## src/serial_pkg.sv

```systemverilog
/*
  Shared constants and types for the asynchronous serial transceiver core.
  Assumes a 32-bit APB master on pclk; register offsets are byte addresses.
*/
package serial_pkg;
  // Register byte offsets
  localparam logic [11:0] OFS_MODE = 12'h000;
  localparam logic [11:0] OFS_TX_STATUS = 12'h004;
  localparam logic [11:0] OFS_RX_ERROR = 12'h008;
  localparam logic [11:0] OFS_TX_BUF = 12'h00C;
  localparam logic [11:0] OFS_RX_BUF = 12'h010;
  localparam logic [11:0] OFS_DIVISOR = 12'h014;
  // Mode register field positions
  localparam int MODE_UNIT_EN = 7;
  localparam int MODE_TX_EN = 6;
  localparam int MODE_RX_EN = 5;
  localparam int MODE_PAR_HI = 4;
  localparam int MODE_PAR_LO = 3;
  localparam int MODE_CHAR8 = 2;
  localparam int MODE_STOP2 = 1;
  localparam int MODE_ROUTE = 0;
  // Status field positions
  localparam int STAT_BUF_FULL = 1;
  localparam int STAT_SHIFT_ACT = 0;
  localparam int ERR_PAR = 2;
  localparam int ERR_FRM = 1;
  localparam int ERR_OVR = 0;
  // Reset values and the divisor minimum
  localparam logic [7:0] MODE_RESET = 8'h01;
  localparam logic [7:0] BUF_RESET = 8'hFF;
  localparam logic [7:0] DIV_RESET = 8'hFF;
  localparam logic [7:0] DIV_MIN = 8'h08;
  // Parity modes
  typedef enum logic [1:0] {PAR_NONE = 2'b00, PAR_ZERO = 2'b01, PAR_ODD = 2'b10,
                            PAR_EVEN = 2'b11} parity_e;
  // Receive completion event carried to the status logic
  typedef struct packed {
    logic done;
    logic par_err;
    logic frm_err;
    logic [7:0] data;
  } rx_event_s;
endpackage

```

## src/serial_txrx.sv

```systemverilog
/*
  Asynchronous serial transmitter/receiver with an APB register slave.
  Assumes one clock pclk as base clock, async active-low presetn, and that
  serial_in_pin is asynchronous to pclk. The baud divisor counts pclk cycles.
*/
// The APB register port and the placing of the registers are this design's own decisions.
// Functional notes
// - Buffer-full flag is 0 when a byte may be written, 1 otherwise.
// - Shift-active flag is 1 while a frame shifts out, 0 when done.
// - Flags 0 on enable; write sets full; start bit sets active, clears full.
// - Clearing unit or transmit enable resets the transmit circuits.
// - Falling edge starts sampling; start bit accepted if low at mid-bit.
// - Receive disabled: idle, no receive interrupts; buffer kept, but reset to FF when unit enable is cleared.
// - Stop bit detected: buffer loaded and rx-done raised together.
// - Overrun sets flag, keeps old buffer, interrupt follows routing bit.
// - Parity or framing error: finish frame, load buffer, routed interrupt.
// - Receive enable cleared mid-frame aborts with no change and no interrupt.
// - Flags set with interrupt; routing 0 gives error irq, 1 gives done irq.
// - Reading the error status register clears all its flags (not while unit enable is cleared).
// - Parity mismatch, missing stop bit, and unread buffer set errors.
// - Even parity: total ones even; odd count received is an error.
// - Odd parity: total ones odd; even count received is an error.
// - Zero parity: send 0, never check.
// - No parity: no parity bit, no parity error.
// - Input passes inward only after two equal consecutive samples.
// - Filter delays internal receive by up to two clocks.
// - Frame is start, data LSB first, optional parity, stop bits.
// - Tx-done raised as the last stop bit is driven.
`timescale 1ns/1ns
module serial_txrx
  import serial_pkg::*;
#(
  parameter int ADDR_W = 12
) (
  input wire logic pclk, // APB and base clock
  input wire logic presetn, // Async reset, active low
  input wire logic psel, // APB select
  input wire logic penable, // APB access phase
  input wire logic pwrite, // APB direction
  input wire logic [ADDR_W-1:0] paddr, // APB byte address
  input wire logic [31:0] pwdata, // APB write data
  input wire logic [3:0] pstrb, // APB byte strobes
  output logic [31:0] prdata, // APB read data
  output logic pready, // APB ready
  output logic pslverr, // APB error on unmapped address
  input wire logic serial_in_pin, // Serial receive line
  output logic serial_out_pin, // Serial transmit line
  output logic tx_done_irq, // Transmit complete pulse
  output logic rx_done_irq, // Receive complete pulse
  output logic rx_error_irq // Receive error pulse
);
  if (ADDR_W < 12) begin : g_chk
    $error("ADDR_W must be at least 12");
  end

  //////////////////////////////////////////////////////////////////////////
  // Register storage and APB decode
  logic [7:0] mode_q;
  logic [7:0] div_q;
  logic [7:0] transmit_buffer_q;
  logic [7:0] receive_buffer_q;
  logic tx_buffer_full_flag_q;
  logic tx_shift_active_flag_q;
  logic parity_error_flag_q;
  logic framing_error_flag_q;
  logic overrun_error_flag_q;
  logic rx_unread_q;
  rx_event_s rx_ev;
  logic access;
  logic wr;
  logic rd;
  logic [11:0] ofs;
  logic mapped;
  logic unit_enable_bit;
  logic tx_enable_bit;
  logic rx_enable_bit;
  logic error_irq_routing_bit;
  parity_e par_mode;
  logic tx_load;
  logic rx_err_any;

  assign ofs = paddr[11:0];
  assign access = psel && penable;
  assign wr = access && pwrite;
  assign rd = access && !pwrite;
  assign mapped = (ofs == OFS_MODE) || (ofs == OFS_TX_STATUS) || (ofs == OFS_RX_ERROR) ||
                  (ofs == OFS_TX_BUF) || (ofs == OFS_RX_BUF) || (ofs == OFS_DIVISOR);
  assign unit_enable_bit = mode_q[MODE_UNIT_EN];
  assign tx_enable_bit = mode_q[MODE_TX_EN];
  assign rx_enable_bit = mode_q[MODE_RX_EN] && unit_enable_bit;
  assign error_irq_routing_bit = mode_q[MODE_ROUTE];
  assign par_mode = parity_e'(mode_q[MODE_PAR_HI:MODE_PAR_LO]);

  // Zero-wait slave: every access completes in its first access cycle
  always_ff @(posedge pclk or negedge presetn) begin
    if (!presetn) begin
      pready <= 1'b0;
      pslverr <= 1'b0;
    end else begin
      pready <= psel && !penable;
      pslverr <= psel && !penable && !mapped;
    end
  end

  // Read mux, registered in the setup cycle so prdata comes from a flop
  always_ff @(posedge pclk or negedge presetn) begin
    if (!presetn) begin
      prdata <= 32'h0000_0000;
    end else if (psel && !penable && !pwrite) begin
      unique case (ofs)
        OFS_MODE: prdata <= {24'h000000, mode_q};
        OFS_TX_STATUS: prdata <= {30'h0, tx_buffer_full_flag_q, tx_shift_active_flag_q};
        OFS_RX_ERROR: prdata <= {29'h0, parity_error_flag_q, framing_error_flag_q,
                                 overrun_error_flag_q};
        OFS_TX_BUF: prdata <= {24'h000000, transmit_buffer_q};
        OFS_RX_BUF: prdata <= {24'h000000, receive_buffer_q};
        OFS_DIVISOR: prdata <= {24'h000000, div_q};
        default: prdata <= 32'h0000_0000;
      endcase
    end
  end

  // Mode and divisor; divisor below the minimum is clamped for safety
  always_ff @(posedge pclk or negedge presetn) begin
    if (!presetn) begin
      mode_q <= MODE_RESET;
      div_q <= DIV_RESET;
    end else if (wr && pstrb[0] && pready) begin
      if (ofs == OFS_MODE) begin
        mode_q <= pwdata[7:0];
      end
      if (ofs == OFS_DIVISOR) begin
        div_q <= (pwdata[7:0] < DIV_MIN) ? DIV_MIN : pwdata[7:0];
      end
    end
  end

  // Writes are ignored while transmit is disabled
  assign tx_load = wr && pready && pstrb[0] && (ofs == OFS_TX_BUF) &&
                   unit_enable_bit && tx_enable_bit;

  //////////////////////////////////////////////////////////////////////////
  // Transmitter
  typedef enum logic [2:0] {TX_IDLE, TX_START, TX_DATA, TX_PAR, TX_STOP} tx_state_e;
  tx_state_e tx_st_q;
  logic [8:0] tx_cnt_q;
  logic [7:0] tx_sh_q;
  logic [2:0] tx_bit_q;
  logic tx_par_q;
  logic tx_bit_end;
  logic [2:0] last_bit;
  logic tx_run;

  assign tx_run = unit_enable_bit && tx_enable_bit;
  assign last_bit = mode_q[MODE_CHAR8] ? 3'd7 : 3'd6;
  // One bit lasts 2*k base clocks
  assign tx_bit_end = (tx_cnt_q == {div_q, 1'b0} - 9'd1);

  always_ff @(posedge pclk or negedge presetn) begin
    if (!presetn) begin
      transmit_buffer_q <= BUF_RESET;
      tx_buffer_full_flag_q <= 1'b0;
    end else if (!tx_run) begin
      tx_buffer_full_flag_q <= 1'b0;
    end else if (tx_load) begin
      transmit_buffer_q <= pwdata[7:0];
      tx_buffer_full_flag_q <= 1'b1;
    end else if (tx_buffer_full_flag_q && (tx_st_q == TX_IDLE ||
             (tx_st_q == TX_STOP && tx_bit_end && tx_bit_q[0] == mode_q[MODE_STOP2]))) begin
      tx_buffer_full_flag_q <= 1'b0;
    end
  end

  always_ff @(posedge pclk or negedge presetn) begin
    if (!presetn) begin
      tx_st_q <= TX_IDLE;
      tx_cnt_q <= 9'd0;
      tx_sh_q <= 8'h00;
      tx_bit_q <= 3'd0;
      tx_par_q <= 1'b0;
      serial_out_pin <= 1'b1;
      tx_shift_active_flag_q <= 1'b0;
      tx_done_irq <= 1'b0;
    end else begin
      tx_done_irq <= 1'b0;
      tx_cnt_q <= tx_bit_end ? 9'd0 : tx_cnt_q + 9'd1;
      if (!tx_run) begin
        tx_st_q <= TX_IDLE;
        serial_out_pin <= 1'b1;
        tx_shift_active_flag_q <= 1'b0;
      end else begin
        unique case (tx_st_q)
          TX_IDLE: begin
            tx_cnt_q <= 9'd0;
            if (tx_buffer_full_flag_q) begin
              tx_st_q <= TX_START;
              tx_sh_q <= transmit_buffer_q;
              tx_par_q <= (par_mode == PAR_ODD) ? ~^transmit_buffer_q[6:0] ^
                          (mode_q[MODE_CHAR8] & transmit_buffer_q[7]) :
                          ^transmit_buffer_q[6:0] ^
                          (mode_q[MODE_CHAR8] & transmit_buffer_q[7]);
              serial_out_pin <= 1'b0;
              tx_shift_active_flag_q <= 1'b1;
            end
          end
          TX_START: if (tx_bit_end) begin
            tx_st_q <= TX_DATA;
            tx_bit_q <= 3'd0;
            serial_out_pin <= tx_sh_q[0];
          end
          TX_DATA: if (tx_bit_end) begin
            tx_sh_q <= {1'b1, tx_sh_q[7:1]};
            tx_bit_q <= tx_bit_q + 3'd1;
            if (tx_bit_q == last_bit) begin
              tx_bit_q <= 3'd0;
              if (par_mode == PAR_NONE) begin
                tx_st_q <= TX_STOP;
                serial_out_pin <= 1'b1;
                tx_done_irq <= !mode_q[MODE_STOP2];
              end else begin
                tx_st_q <= TX_PAR;
                serial_out_pin <= (par_mode == PAR_ZERO) ? 1'b0 : tx_par_q;
              end
            end else begin
              serial_out_pin <= tx_sh_q[1];
            end
          end
          TX_PAR: if (tx_bit_end) begin
            tx_st_q <= TX_STOP;
            serial_out_pin <= 1'b1;
            tx_done_irq <= !mode_q[MODE_STOP2];
          end
          TX_STOP: if (tx_bit_end) begin
            if (tx_bit_q[0] != mode_q[MODE_STOP2]) begin
              tx_bit_q <= 3'd1;
              tx_done_irq <= 1'b1;
            end else if (tx_buffer_full_flag_q) begin
              // Back-to-back frame: reload immediately
              tx_st_q <= TX_START;
              tx_sh_q <= transmit_buffer_q;
              tx_par_q <= (par_mode == PAR_ODD) ? ~^transmit_buffer_q[6:0] ^
                          (mode_q[MODE_CHAR8] & transmit_buffer_q[7]) :
                          ^transmit_buffer_q[6:0] ^
                          (mode_q[MODE_CHAR8] & transmit_buffer_q[7]);
              serial_out_pin <= 1'b0;
            end else begin
              tx_st_q <= TX_IDLE;
              tx_shift_active_flag_q <= 1'b0;
            end
          end
          default: tx_st_q <= TX_IDLE;
        endcase
      end
    end
  end

  //////////////////////////////////////////////////////////////////////////
  // Receive input synchroniser and two-sample noise filter
  logic rx_meta_q;
  logic rx_sync_q;
  logic rx_samp_q;
  logic rx_filt_q;
  logic rx_filt_prev_q;

  always_ff @(posedge pclk or negedge presetn) begin
    if (!presetn) begin
      rx_meta_q <= 1'b1;
      rx_sync_q <= 1'b1;
      rx_samp_q <= 1'b1;
      rx_filt_q <= 1'b1;
      rx_filt_prev_q <= 1'b1;
    end else begin
      rx_meta_q <= serial_in_pin;
      rx_sync_q <= rx_meta_q;
      rx_samp_q <= rx_sync_q;
      if (rx_sync_q == rx_samp_q) begin
        rx_filt_q <= rx_samp_q;
      end
      rx_filt_prev_q <= rx_filt_q;
    end
  end

  //////////////////////////////////////////////////////////////////////////
  // Receiver
  typedef enum logic [2:0] {RX_IDLE, RX_START, RX_DATA, RX_PAR, RX_STOP} rx_state_e;
  rx_state_e rx_st_q;
  logic [8:0] rx_cnt_q;
  logic [7:0] rx_sh_q;
  logic [2:0] rx_bit_q;
  logic rx_mid;
  logic rx_pe_q;

  assign rx_mid = (rx_cnt_q == {1'b0, div_q} - 9'd1);

  always_ff @(posedge pclk or negedge presetn) begin
    if (!presetn) begin
      rx_st_q <= RX_IDLE;
      rx_cnt_q <= 9'd0;
      rx_sh_q <= 8'h00;
      rx_bit_q <= 3'd0;
      rx_pe_q <= 1'b0;
      rx_ev <= '0;
    end else begin
      rx_ev.done <= 1'b0;
      rx_cnt_q <= (rx_cnt_q == {div_q, 1'b0} - 9'd1) ? 9'd0 : rx_cnt_q + 9'd1;
      if (!rx_enable_bit) begin
        rx_st_q <= RX_IDLE;
      end else begin
        unique case (rx_st_q)
          RX_IDLE: if (rx_filt_prev_q && !rx_filt_q) begin
            rx_st_q <= RX_START;
            rx_cnt_q <= 9'd0;
          end
          RX_START: if (rx_mid) begin
            // Back off one bit period so rx_mid recurs every 2*k clocks for k up to 170, no drift
            rx_cnt_q <= 9'd0 - {1'b0, div_q};
            rx_bit_q <= 3'd0;
            rx_pe_q <= 1'b0;
            rx_sh_q <= 8'h00;
            rx_st_q <= rx_filt_q ? RX_IDLE : RX_DATA;
          end
          RX_DATA: if (rx_mid) begin
            rx_cnt_q <= 9'd0 - {1'b0, div_q};
            rx_sh_q <= mode_q[MODE_CHAR8] ? {rx_filt_q, rx_sh_q[7:1]} :
                       {1'b0, rx_filt_q, rx_sh_q[6:1]};
            rx_pe_q <= rx_pe_q ^ rx_filt_q;
            rx_bit_q <= rx_bit_q + 3'd1;
            if (rx_bit_q == last_bit) begin
              rx_st_q <= (par_mode == PAR_NONE) ? RX_STOP : RX_PAR;
            end
          end
          RX_PAR: if (rx_mid) begin
            rx_cnt_q <= 9'd0 - {1'b0, div_q};
            rx_pe_q <= rx_pe_q ^ rx_filt_q;
            rx_st_q <= RX_STOP;
          end
          RX_STOP: if (rx_mid) begin
            rx_st_q <= RX_IDLE;
            rx_ev.done <= 1'b1;
            rx_ev.data <= rx_sh_q;
            rx_ev.frm_err <= !rx_filt_q;
            rx_ev.par_err <= ((par_mode == PAR_EVEN) && rx_pe_q) ||
                             ((par_mode == PAR_ODD) && !rx_pe_q);
          end
          default: rx_st_q <= RX_IDLE;
        endcase
      end
    end
  end

  //////////////////////////////////////////////////////////////////////////
  // Receive buffer, error flags and receive interrupts
  logic rx_ovr;
  logic rx_err_rd;
  logic rx_buf_rd;

  assign rx_err_rd = rd && pready && (ofs == OFS_RX_ERROR);
  assign rx_buf_rd = rd && pready && (ofs == OFS_RX_BUF);
  assign rx_ovr = rx_unread_q && !rx_buf_rd;
  assign rx_err_any = rx_ev.par_err || rx_ev.frm_err || rx_ovr;

  // Set beats the read-clear in the same cycle
  always_ff @(posedge pclk or negedge presetn) begin
    if (!presetn) begin
      receive_buffer_q <= BUF_RESET;
      rx_unread_q <= 1'b0;
      parity_error_flag_q <= 1'b0;
      framing_error_flag_q <= 1'b0;
      overrun_error_flag_q <= 1'b0;
      rx_done_irq <= 1'b0;
      rx_error_irq <= 1'b0;
    end else if (!unit_enable_bit) begin
      receive_buffer_q <= BUF_RESET;
      rx_unread_q <= 1'b0;
      rx_done_irq <= 1'b0;
      rx_error_irq <= 1'b0;
    end else begin
      rx_done_irq <= 1'b0;
      rx_error_irq <= 1'b0;
      if (rx_buf_rd) begin
        rx_unread_q <= 1'b0;
      end
      if (rx_err_rd) begin
        parity_error_flag_q <= 1'b0;
        framing_error_flag_q <= 1'b0;
        overrun_error_flag_q <= 1'b0;
      end
      if (rx_ev.done && rx_enable_bit) begin
        if (!rx_ovr) begin
          receive_buffer_q <= rx_ev.data;
          rx_unread_q <= 1'b1;
        end
        if (rx_ev.par_err) parity_error_flag_q <= 1'b1;
        if (rx_ev.frm_err) framing_error_flag_q <= 1'b1;
        if (rx_ovr) overrun_error_flag_q <= 1'b1;
        rx_done_irq <= !rx_err_any || error_irq_routing_bit;
        rx_error_irq <= rx_err_any && !error_irq_routing_bit;
      end
    end
  end
endmodule

```

## config.mk

```make
export PLATFORM = sky130hd
export DESIGN_NAME = serial_txrx
export DESIGN_NICKNAME = d
export VERILOG_FILES = /design/src/serial_pkg.sv /design/src/serial_txrx.sv
export SDC_FILE = /design/constraint.sdc
export NUM_CORES = 1
export LEC_CHECK = 0
export ABC_CLOCK_PERIOD_IN_PS = 2900
export BUFFER_PORTS_ARGS = -buffer_cell sky130_fd_sc_hd__buf_2
export CAP_MARGIN = 10
export CORE_MARGIN = 1.5
export CORE_UTILIZATION = 50
export CTS_BUF_LIST = sky130_fd_sc_hd__clkbuf_4
export DETAILED_ROUTE_END_ITERATION = 10
export PLACE_DENSITY_LB_ADDON = 0.12
export SETUP_SLACK_MARGIN = 0.5
export SLEW_MARGIN = 20
export SYNTH_ARGS = -nofsm -noshare
export SYNTH_HDL_FRONTEND = slang
export SYNTH_SLANG_ARGS = --single-unit
export TNS_END_PERCENT = 30
```

## constraint.sdc

```tcl
create_clock -name pclk -period 2.9 [get_ports pclk]
set_input_delay 0.58 -clock pclk [delete_from_list [all_inputs] [get_ports pclk]]
set_output_delay 0.58 -clock pclk [all_outputs]
set_load 0.005 [all_outputs]
```

==> results_dict.tcl <==
set metrics [dict create \
    dieArea_um2 13600 \
    holdCritPathClass "in2async" \
    synthArstFlopShare 1.00 \
    fin_crit_ns 2.72 \
    p_total_w 0.00357 \
    synthCells 607 \
    clock-root-buffer "clkbuf_4" \
    rsz0062_at_grt "true" \
    grt_max_degree 55 \
    worst_r2r_path_depth 7 \
    cts_max_path_buffers 2 \
    place_hpwl_um 11000 \
    finalCritPeriodShare 0.938 \
    slowest_delay_ns 0.57 \
    rrSetupSlack_ns 0.18 \
    outcome "finished, final reports clean" \
    endpoint_kind "register" \
    floorplan.die.width_um 117 \
    overflow 0 \
    layout.cells.non_filler 869 \
    viasPerCell 5.64 \
    avgSynthCellArea_um2 10.6 \
    yosysWarnings 0 \
    die_h_um 117 \
    htreeDepth 4 \
    setup_viol 0 \
    path_clk_slew_ns 0.11 \
    p_leak_nw 3.39 \
    cts_inserted_buffers 17 \
    io_pins 92 \
    synthFlopType "dfrtp_1" \
    drive_above_1_share 0.333 \
    crit_type "reg2reg" \
    synth-seq-area-share 0.456 \
    gp_congestion 0.890 \
    drt_iter0_drc 409 \
    dp.cells 817 \
    cts_hold_buf 0 \
    placementRows 41 \
    fin_util 0.600 \
    fin_area_um2 7570 \
    path_cells "or4_4, or3_4, a21oi_4, o2111ai_2, a221oi_4, buf_12, mux2_4" \
    postRouteAntennaNets 0 \
    layout.nets 743 \
    irDropWorstVdd_v 0.000306 \
    synth_edf_count 0 \
    hold_violations 0 \
    cts_tree "yes" \
    clk_latency_ns 0.55 \
    powerDensity_nw_per_um2 471 \
    antenna_found_initial 1 \
    vias 4899 \
    crit_fanout 8 \
    core_area_um2 12600 \
    drt-total-wl_um 15500 \
    relSlewSlack 0.484 \
    track_usage 0.245 \
    synth_cell_types 64 \
    arrival_ns 3.15 \
    slew_viol_final 0 \
    r2r_start "div_q[3]" \
    grt_pass1_vias 4886 \
    tns_ns 0 \
    drc_errors 0 \
    crit_required_ns 3.33 \
    start_util 0.511 \
    max_slew.worst_pin.slew_ns 0.771 \
    nFillCells 1129 \
    area_growth_syn_to_layout_pct 17.4 \
    timing.fmax_mhz 368 \
    synth_seq_cells 116 \
    critPathLaunchType "register" \
    grt_pass1_wl_um 25000 \
    drt-pass1-iter-count 8 \
    netlist_area_um2 6450 \
    rr_endpoint "tx_sh_q[5]" \
    skew_ns 0.0162 \
    maxCapViolCount 0 \
    clock_sinks 116 \
    wl_per_cell_um 17.8 \
    place_area_um2 7000 \
    port_buffers 40 \
    slowest_stage "or4_4" \
]
==> power by group <==
group	switching, W	internal, W	leakage [nW]
clock network	0.000672	0.000337	0.110
logic	0.000367	0.000359	1.82
registers	0.000123	0.00171	1.46
==> sequential cells by signal (all words and copies together), names as in the netlist, 3 cells and up <==
| register | cells |
|---|---|
| mode_q | 8 |
| prdata | 8 |
| rx_cnt_q | 9 |
| tx_st_q | 3 |
| rx_sh_q | 8 |
| receive_buffer_q | 8 |
| rx_ev | 11 |
| tx_bit_q | 3 |
| div_q | 8 |
| rx_bit_q | 3 |
| transmit_buffer_q | 8 |
| rx_st_q | 3 |
| tx_sh_q | 8 |
| tx_cnt_q | 9 |
==> worst max-delay path, delay by kind of cell (launching register included) <==
| kind | cells | cell delay (ns) |
|---|---|---|
| AND/OR/NAND/NOR | 2 | 0.99 |
| AO/OA/AOI/OAI | 3 | 0.75 |
| flip-flops | 1 | 0.39 |
| multiplexers | 1 | 0.30 |
| buffers and inverters | 1 | 0.18 |
==> what timing repair did <==
item / CTS / global route
pin swaps: 5 / 12
resized for setup: 13 / 27
buffers inserted: 11 / 7
cloned: 0 / 1
endpoints found under the setup margin: 59 / 60
==> metrics by stage <==
| stage | hold slack, ns | setup WS (ns) |
|---|---|---|
| floorplan | 0.284 | 0.137 |
| global placement | 0.351 | 0.125 |
| detailed placement | 0.348 | 0.0649 |
| CTS | 0.0362 | 0.161 |
| global route | 0.0420 | 0.126 |
| finish | 0.0423 | 0.180 |
==> area by class of cell <==
cell class                      instances  area [um^2]  share of cell area
Sequential cell                       116         2940               0.388
Inverter                               17         66.3             0.00876
Clock inverter                         15          110              0.0145
Clock buffer                           17          128              0.0169
Multi-Input combinational cell        443         3500               0.462
Tap cell                              172          215              0.0284
Timing Repair Buffer                   88          611              0.0806
Antenna cell                            1         2.50            0.000330
==> cell usage after synthesis (6+ instances only) <==
library cell | n | area, um^2
dfstp_2 | 31 | 815
mux2i_1 | 12 | 120
xnor3_1 | 8 | 180
xnor2_1 | 31 | 272
nand2_1 | 33 | 124
nor2_1 | 47 | 176
a22o_1 | 9 | 78.8
nor4_1 | 10 | 62.6
nand3_1 | 27 | 135
buf_4 | 25 | 188
nand2b_1 | 8 | 50.1
and3_1 | 10 | 62.6
o21ai_0 | 21 | 105
o22ai_1 | 10 | 62.6
a21oi_1 | 18 | 90.1
inv_1 | 17 | 63.8
dfrtp_1 | 85 | 2130
a222oi_1 | 7 | 70.1
mux2_2 | 45 | 507
nand4_1 | 10 | 62.6
clkbuf_1 | 24 | 90.1
ha_1 | 6 | 75.1
a31oi_1 | 6 | 37.5
nor3_1 | 13 | 65.1
xor2_1 | 23 | 201
==> kinds of logic after synthesis <==
family | count (synthesis) | share of synthesized area
AOI/OAI and AO/OA | 108 | 0.122
xor gates and xnor gates | 63 | 0.105
adders and majority gates | 7 | 0.0132
buffers and inverters | 71 | 0.0574
DFF | 116 | 0.456
muxes | 59 | 0.104
other | 1 | 0.000581
and+or+nand+nor | 182 | 0.142
==> metal layers <==
layer	wire length [um]	vias up	GRT usage
li1	-	2309	-
met1	6790	2430	0.319
met2	7610	144	0.405
met3	883	16	0.0669
met4	178	0	0.0699
met5	0	-	0
==> placed cells by master (no fill, tap or decap), drive strengths merged, types with 9 or more instances in the layout <==
cell    netlist  routed
dfrtp        85      85
o22ai        10      10
nor4         10      10
a21oi        19      19
xnor2        31      31
o21ai        21      21
nand3        27      27
inv          17      19
nand2        33      33
mux2i        12      12
buf          30      88
nor3         13      13
conb          1      24
xor2         23      23
clkbuf       24      17
dfstp        31      31
nand4        10      10
nor2         47      47
mux2         45      45
and3         10      10
a22o          9       9
==> worst max path at each step <==
stage             start          to  slack, ns
2_1_floorplan  div_q[3]  tx_sh_q[0]       0.14
3_3_place_gp   div_q[0]  tx_sh_q[6]       0.13
3_5_place_dp   div_q[0]    rx_ev[2]       0.06
4_1_cts        div_q[0]    rx_ev[6]       0.16
5_1_grt        div_q[3]  tx_sh_q[5]       0.13
6_report       div_q[3]  tx_sh_q[5]       0.18
Note: power is estimated with default switching activity, not from simulation.
